[src/jtd_pkg.sv]
package jtd_pkg;
  // instruction register
  localparam int IrWidth = 4;
  localparam logic [3:0] IrCaptureVal = 4'h1;
  // instruction codes; the core's debug set is routed to the core TAP
  localparam logic [3:0] InstrExtest = 4'h0;
  localparam logic [3:0] InstrIntest = 4'h1;
  localparam logic [3:0] InstrSamplePreload = 4'h2;
  localparam logic [3:0] InstrAbort = 4'h8;
  localparam logic [3:0] InstrDebugPortAccess = 4'ha;
  localparam logic [3:0] InstrAccessPortAccess = 4'hb;
  localparam logic [3:0] InstrIdcode = 4'he;
  localparam logic [3:0] InstrBypass = 4'hf;
  // identification word; value is arbitrary
  localparam logic [31:0] IdcodeVal = 32'h1234_5677;
  localparam int IdWidth = 32;
  localparam int BsWidth = 8;

  // tap states, one-hot
  typedef enum logic [15:0] {
    TestLogicReset = 16'h0001,
    RunTestIdle = 16'h0002,
    SelectDr = 16'h0004,
    CaptureDr = 16'h0008,
    ShiftDr = 16'h0010,
    Exit1Dr = 16'h0020,
    PauseDr = 16'h0040,
    Exit2Dr = 16'h0080,
    UpdateDr = 16'h0100,
    SelectIr = 16'h0200,
    CaptureIr = 16'h0400,
    ShiftIr = 16'h0800,
    Exit1Ir = 16'h1000,
    PauseIr = 16'h2000,
    Exit2Ir = 16'h4000,
    UpdateIr = 16'h8000
  } jtd_state_t;
endpackage : jtd_pkg

[src/jtd_tap.sv]
`timescale 1ns/1ns
module jtd_tap #(
  parameter int BsLen = jtd_pkg::BsWidth
) (
  // system
  input wire logic clk,
  input wire logic arst_n,
  // jtag pins, asynchronous to clk
  input wire logic tck,
  input wire logic tms,
  input wire logic tdi,
  input wire logic trstN,
  output logic tdoOut,
  output logic tdoOe,
  // core debug tap
  input wire logic coreTdo,
  // boundary cells
  input wire logic [BsLen-1:0] pinSample,
  output logic [BsLen-1:0] pinDrive,
  output logic testMode
);

  typedef struct packed {
    logic [1:0] tckSync;
    logic [1:0] tmsSync;
    logic [1:0] tdiSync;
    logic [1:0] trstSync;
    logic [1:0] coreSync;
    logic [1:0][BsLen-1:0] pinSync;
    logic tckLast;
    jtd_pkg::jtd_state_t state;
    logic [jtd_pkg::IrWidth-1:0] irShift;
    logic [jtd_pkg::IrWidth-1:0] irHold;
    logic [jtd_pkg::IdWidth-1:0] drShift;
    logic [BsLen-1:0] bsHold;
    logic tdo;
    logic oe;
    logic mode;
  } jtd_regs_t;

  jtd_regs_t r_reg;
  jtd_regs_t r_next;

  logic tckRise;
  logic tckFall;
  logic tmsS;
  logic tdiS;
  logic trstActive;
  logic coreSel;
  logic useBypass;
  logic useId;
  logic useBs;
  jtd_pkg::jtd_state_t nextState;

  // edge detect reads only the second sync stage
  assign tckRise = r_reg.tckSync[1] & ~r_reg.tckLast;
  assign tckFall = ~r_reg.tckSync[1] & r_reg.tckLast;
  assign tmsS = r_reg.tmsSync[1];
  assign tdiS = r_reg.tdiSync[1];
  assign trstActive = ~r_reg.trstSync[1];

  // instruction decode; anything unknown falls back to bypass
  always_comb begin
    coreSel = 1'b0;
    useBypass = 1'b0;
    useId = 1'b0;
    useBs = 1'b0;
    case (r_reg.irHold)
      jtd_pkg::InstrAbort,
      jtd_pkg::InstrDebugPortAccess,
      jtd_pkg::InstrAccessPortAccess: coreSel = 1'b1;
      jtd_pkg::InstrIdcode: useId = 1'b1;
      jtd_pkg::InstrSamplePreload: useBs = 1'b1;
      jtd_pkg::InstrExtest,
      jtd_pkg::InstrIntest: useBypass = 1'b1;
      default: useBypass = 1'b1;
    endcase
  end

  // standard tap transition table
  always_comb begin
    nextState = r_reg.state;
    case (r_reg.state)
      jtd_pkg::TestLogicReset:
        nextState = tmsS ? jtd_pkg::TestLogicReset : jtd_pkg::RunTestIdle;
      jtd_pkg::RunTestIdle:
        nextState = tmsS ? jtd_pkg::SelectDr : jtd_pkg::RunTestIdle;
      jtd_pkg::SelectDr:
        nextState = tmsS ? jtd_pkg::SelectIr : jtd_pkg::CaptureDr;
      jtd_pkg::CaptureDr:
        nextState = tmsS ? jtd_pkg::Exit1Dr : jtd_pkg::ShiftDr;
      jtd_pkg::ShiftDr:
        nextState = tmsS ? jtd_pkg::Exit1Dr : jtd_pkg::ShiftDr;
      jtd_pkg::Exit1Dr:
        nextState = tmsS ? jtd_pkg::UpdateDr : jtd_pkg::PauseDr;
      jtd_pkg::PauseDr:
        nextState = tmsS ? jtd_pkg::Exit2Dr : jtd_pkg::PauseDr;
      jtd_pkg::Exit2Dr:
        nextState = tmsS ? jtd_pkg::UpdateDr : jtd_pkg::ShiftDr;
      jtd_pkg::UpdateDr:
        nextState = tmsS ? jtd_pkg::SelectDr : jtd_pkg::RunTestIdle;
      jtd_pkg::SelectIr:
        nextState = tmsS ? jtd_pkg::TestLogicReset : jtd_pkg::CaptureIr;
      jtd_pkg::CaptureIr:
        nextState = tmsS ? jtd_pkg::Exit1Ir : jtd_pkg::ShiftIr;
      jtd_pkg::ShiftIr:
        nextState = tmsS ? jtd_pkg::Exit1Ir : jtd_pkg::ShiftIr;
      jtd_pkg::Exit1Ir:
        nextState = tmsS ? jtd_pkg::UpdateIr : jtd_pkg::PauseIr;
      jtd_pkg::PauseIr:
        nextState = tmsS ? jtd_pkg::Exit2Ir : jtd_pkg::PauseIr;
      jtd_pkg::Exit2Ir:
        nextState = tmsS ? jtd_pkg::UpdateIr : jtd_pkg::ShiftIr;
      jtd_pkg::UpdateIr:
        nextState = tmsS ? jtd_pkg::SelectDr : jtd_pkg::RunTestIdle;
      default:
        nextState = jtd_pkg::TestLogicReset;
    endcase
  end

  // next-state for all registers
  always_comb begin
    r_next = r_reg;
    r_next.tckSync = {r_reg.tckSync[0], tck};
    r_next.tmsSync = {r_reg.tmsSync[0], tms};
    r_next.tdiSync = {r_reg.tdiSync[0], tdi};
    r_next.trstSync = {r_reg.trstSync[0], trstN};
    r_next.coreSync = {r_reg.coreSync[0], coreTdo};
    // boundary pins are asynchronous too, so they get the same two flops
    r_next.pinSync = {r_reg.pinSync[0], pinSample};
    r_next.tckLast = r_reg.tckSync[1];
    if (trstActive) begin
      // held in reset regardless of tck activity
      r_next.state = jtd_pkg::TestLogicReset;
      r_next.irHold = jtd_pkg::InstrIdcode;
      r_next.oe = 1'b0;
    end else if (tckRise) begin
      r_next.state = nextState;
      case (r_reg.state)
        jtd_pkg::TestLogicReset: begin
          r_next.irHold = jtd_pkg::InstrIdcode;
        end
        jtd_pkg::CaptureIr: begin
          r_next.irShift = jtd_pkg::IrCaptureVal;
        end
        jtd_pkg::ShiftIr: begin
          r_next.irShift = {tdiS, r_reg.irShift[jtd_pkg::IrWidth-1:1]};
        end
        jtd_pkg::UpdateIr: begin
          r_next.irHold = r_reg.irShift;
        end
        jtd_pkg::CaptureDr: begin
          if (useId) begin
            r_next.drShift = jtd_pkg::IdcodeVal;
          end else if (useBs) begin
            r_next.drShift = '0;
            r_next.drShift[BsLen-1:0] = r_reg.pinSync[1];
          end else begin
            r_next.drShift = '0; // bypass captures zero
          end
        end
        jtd_pkg::ShiftDr: begin
          // each chain shifts from its own length toward bit 0
          r_next.drShift = r_reg.drShift >> 1;
          if (useId) begin
            r_next.drShift[jtd_pkg::IdWidth-1] = tdiS;
          end else if (useBs) begin
            r_next.drShift[BsLen-1] = tdiS;
          end else begin
            r_next.drShift[0] = tdiS;
          end
        end
        jtd_pkg::UpdateDr: begin
          // extest and intest leave the held cells alone
          if (useBs) begin
            r_next.bsHold = r_reg.drShift[BsLen-1:0];
          end
        end
        default: begin
          r_next.irShift = r_reg.irShift;
        end
      endcase
    end else if (tckFall) begin
      // tdo moves on the falling edge so the tester samples it stable
      r_next.oe = (r_reg.state == jtd_pkg::ShiftDr) |
                  (r_reg.state == jtd_pkg::ShiftIr);
      if (r_reg.state == jtd_pkg::ShiftIr) begin
        r_next.tdo = r_reg.irShift[0];
      end else if (coreSel) begin
        r_next.tdo = r_reg.coreSync[1];
      end else begin
        r_next.tdo = r_reg.drShift[0];
      end
    end
    // test mode is registered so the output comes straight from a flop
    r_next.mode = (r_next.irHold == jtd_pkg::InstrExtest) |
                  (r_next.irHold == jtd_pkg::InstrIntest);
  end

  // single register bank; reset to constants only
  // tck, tms, tdi and trst sync stages start at the pull-up idle level, so no false tck edge follows reset
  always_ff @(posedge clk or negedge arst_n) begin
    if (!arst_n) begin
      r_reg <= '0;
      r_reg.tckSync <= '1;
      r_reg.tmsSync <= '1;
      r_reg.tdiSync <= '1;
      r_reg.trstSync <= '1;
      r_reg.tckLast <= 1'b1;
      r_reg.state <= jtd_pkg::TestLogicReset;
      r_reg.irHold <= jtd_pkg::InstrIdcode;
      r_reg.irShift <= jtd_pkg::IrCaptureVal;
    end else begin
      r_reg <= r_next;
    end
  end

  // outputs come straight from the register bank
  assign tdoOut = r_reg.tdo;
  assign tdoOe = r_reg.oe;
  assign pinDrive = r_reg.bsHold;
  assign testMode = r_reg.mode;

endmodule : jtd_tap

[config.mk]
export PLATFORM = sky130hd
export DESIGN_NAME = jtd_tap
export DESIGN_NICKNAME = d
export VERILOG_FILES = /design/src/jtd_pkg.sv /design/src/jtd_tap.sv
export SDC_FILE = /design/constraint.sdc
export NUM_CORES = 1
export LEC_CHECK = 0
export ABC_AREA = 1
export BUFFER_PORTS_ARGS = -buffer_cell sky130_fd_sc_hd__buf_4
export CELL_PAD_IN_SITES_DETAIL_PLACEMENT = 1
export CELL_PAD_IN_SITES_GLOBAL_PLACEMENT = 1
export CORE_ASPECT_RATIO = 0.75
export CORE_UTILIZATION = 47
export DETAILED_ROUTE_END_ITERATION = 8
export MAX_ROUTING_LAYER = met4
export PLACE_DENSITY_LB_ADDON = 0.1
export SLEW_MARGIN = 10
export SYNTH_ARGS = -nofsm -noshare
export SYNTH_HDL_FRONTEND = slang
export SYNTH_SLANG_ARGS = --single-unit
[constraint.sdc]
create_clock -name clk -period 2 [get_ports clk]
set_clock_uncertainty 0.1 [all_clocks]
set_input_delay 0 -clock clk [delete_from_list [all_inputs] [get_ports clk]]
set_output_delay 0 -clock clk [all_outputs]
set_load 0.02 [all_outputs]
==> summary.txt <==
Outcome
  • Status: finished clean

Finish
  • Max reg flops: 69
  • Fillcell total: 993
  • Nets: ~510
  • Ant. Diodes: 0
  • Share of cells above drive strength 1: 0.223
  • Syn-to-layout area delta: 22.4%

Global routing
  • Global-route wire length before repair: 17200 µm
  • Total gr overflow: 0
  • Vias in the first global route: 3393
  • Gr usage total: 0.258
  • Largest net degree at the start of global routing: 56
  • Initial antenna violation count: 0

Routing
  • Wire per inst: around 17 µm
  • DRC: 0
  • Routed WL: 10500 µm
  • DRT iter0 DRCs: 123
  • Vias per inst: approximately 5.4
  • First drt pass iteration count: 4
  • Detail Route Antenna Nets: 0
  • Vias: 3275

Clock tree
  • Root Buffer: clkbuf_16
  • Clk_lat worst skew: 0.35 ns
  • Clock transition at path regs: 0.07 ns
  • # clock sinks: 94
  • Max Buffers Root-to-Sink: 2
  • CTS buffer count: 9
  • H-tree lvl count: 3
  • CTS tree: done

Floorplan
  • DIE HEIGHT: 83.2 µm
  • IO Pins: 26
  • Initial Util: 0.487
  • Row Count: 29
  • Area of the core: 0.00849 mm²
  • Die width: 110 µm
  • DIE AREA: 0.00917 mm²

Pwr
  • Cell Pwr Density: 804 mW/mm²
  • Int Pwr: 0.00315 W
  • Clk network pwr share: 0.457
  • Leakage power: 2.37 nW
  • Combinational power share: 0.059
  • Switching share of power: 0.225
  • Sequential Power Share: 0.484
  • NetSw: 0.000915 W
  • Worst VDD drop: 791 µV
  • Total Power: 0.00406 W

STA
  • Fin. Hold Viols: 0
  • Worst slew pin tran: 0.782 ns
  • Slew Limit Fails: 0
  • Fin crit share: 0.958
  • Final setup viols: 0
  • Sum of negative setup slack: 0 ns
  • Min Tclk post-route: 1.92 ns
  • Relative slew margins: 0.477
  • Fmax: about 520 MHz

Job
  • Maxcap violations: 0

Logic synthesis
  • Top_reg_cell synth: dfrtp_1
  • Synthesized flop and latch total: 94
  • Synthesized Nets: 458
  • Largest family of logic cells by synthesized area: simple AND/OR/NAND/NOR gates
  • Synth Area in XOR/XNOR: 0
  • Synth Area in Compound Gates: 0.124
  • Ys Warns: 0
  • Sequential element share of the synthesized area: 0.574
  • Post-synth ARST share: 1.00
  • Synth Area in Simple Gates: 0.195
  • Synthesized area per cell: 9.33 µm²
  • Post-synthesis mux area share: 0.00818
  • EDFF count, synth: 0
  • Synthesized cell area: about 0.0041 mm²
  • Netlist cell types: 37
  • Cell count after synthesis: 443
  • Post-synthesis adder-cell area fraction: 0

Setup path
  • Crit path DAT: a little over 2 ns
  • WS Path Type: register to register
  • Startpoint Class: register
  • Endpoint kind of the worst setup timing path: register
  • Capturing point of the worst reg2reg path: r_reg[25]
  • CP Max Fanout: 18
  • CP Capture Point: r_reg[25]
  • R2R cell count: 10
  • R2r setup slk: about 0.085 ns
  • R2r startpoint: r_reg[65]
  • Required time worst endpoint: 2.13 ns
  • Setup crit start: r_reg[65]

Placement
  • RD Place Congestion: 0.850
  • IO Port Bufs: 25
  • DP Wirelength: 7060 µm

Min path
  • Hold/Removal Path Class: input pin to asynchronous set/reset pin
worst max-delay path: stages, from the launching register on:
cell and delay [ns]:
dfrtp_1 0.44, nor2_4 0.17, nand2_4 0.10, nor2_4 0.20, buf_4 0.16, nand3_4 0.07
nand2_4 0.10, nand2_4 0.06, buf_4 0.19, nor2_1 0.12, a21oi_1 0.07
cells in the mapped netlist, types with 2 or more instances:
cell type / instances / area share
nor2_1: 36 / 0.033
inv_1: 70 / 0.064
o21bai_1: 2 / 0.0036
buf_4: 10 / 0.018
o21ai_1: 8 / 0.0097
o21ai_0: 31 / 0.038
nand3b_1: 4 / 0.0073
nand4_1: 4 / 0.0061
nand2_4: 3 / 0.0082
nand2_1: 59 / 0.054
dfstp_2: 14 / 0.089
dfrtp_1: 80 / 0.48
clkbuf_1: 3 / 0.0027
a21oi_1: 17 / 0.021
o22ai_1: 23 / 0.035
nand3_1: 35 / 0.042
nand2_2: 4 / 0.0061
buf_6: 2 / 0.0055
a21oi_2: 2 / 0.0042
buf_2: 5 / 0.0061
o211ai_1: 2 / 0.0036
inv_2: 3 / 0.0027
and3_1: 2 / 0.0030
mux2_2: 3 / 0.0082
nor3_1: 4 / 0.0048
nor2_2: 6 / 0.0091
metal layers:
layer	up-vias	global-route usage	wire length, µm
met2	60	0.378	4970
met5	-	-	0
li1	1549	-	-
met3	10	0.0612	431
met4	0	0.0742	103
met1	1656	0.359	4990
how the worst min path moves through the flow:
| stage | start | to | slack [ns] | cells past startpoint |
|---|---|---|---|---|
| 2_1_floorplan | arst_n | pinDrive[0] | -0.40 | 0 |
| 3_3_place_gp | arst_n | r_reg[66] | -0.19 | 1 |
| 3_5_place_dp | arst_n | r_reg[64] | -0.18 | 1 |
| 4_1_cts | arst_n | r_next[91] | 0.12 | 2 |
| 5_1_grt | arst_n | r_next[91] | 0.15 | 2 |
| 6_report | arst_n | r_next[91] | 0.13 | 2 |
power groups by stage:
stage | registers (W) | clock network, W | logic, W
floorplan | 0.00200 | 0 | 0.0000888
global placement | 0.00200 | 0 | 0.000197
detailed placement | 0.00200 | 0 | 0.000203
CTS | 0.00197 | 0.00190 | 0.000232
global route | 0.00197 | 0.00196 | 0.000272
finish | 0.00197 | 0.00186 | 0.000240
repair_timing:
action,4_1_cts,5_1_grt
setup buffers,0,4
endpoints found under the hold margin,99,0
setup endpoints to repair,1,33
resized for setup,1,13
pin swaps,0,3
hold buffers,15,0
logic make-up (layout without fill, tap and decap cells):
logic type             Yosys count  count (layout)
and+or+nand+nor                163             163
DFF                             94              94
buffers and inverters           93             153
AOI/OAI and AO/OA               90              90
muxes                            3               3
per-stage QoR:
step	worst slack, ns	cell area [µm²]	util	std cells	hold slack [ns]
after floorplan	0.265	4130	-	443	-0.396
after global placement	0.120	4500	0.529	576	-0.186
after detailed placement	0.00232	4500	0.529	576	-0.181
after CTS	0.00165	4970	0.585	607	0.124
after global routing	-0.00261	5050	0.595	611	0.151
final	0.0848	5050	0.595	611	0.130
layout make-up:
type	instances	area, µm²	share of cell area
Timing Repair Buffer	64	559	0.111
Tap cell	108	135	0.0267
Inverter	73	278	0.0550
Clock inverter	6	92.6	0.0183
Sequential cell	94	2370	0.469
Multi-Input combinational cell	256	1390	0.275
Clock buffer	10	229	0.0453
layout by cell type, fill, tap and decap left out, types with 3 or more instances in the layout:
master,instances
a21oi_1,17
buf_12,3
buf_4,45
clkbuf_16,9
dfrtp_1,80
dfstp_2,14
dlygate4sd3_1,15
inv_1,69
mux2_2,3
nand2_1,58
nand2_4,6
nand3_1,35
nand3b_1,4
nand4_1,4
nor2_1,32
nor2_2,8
nor2_4,3
nor3_1,4
o21ai_0,31
o21ai_1,8
o22ai_1,23
Note: power is estimated with default switching activity, not from simulation.
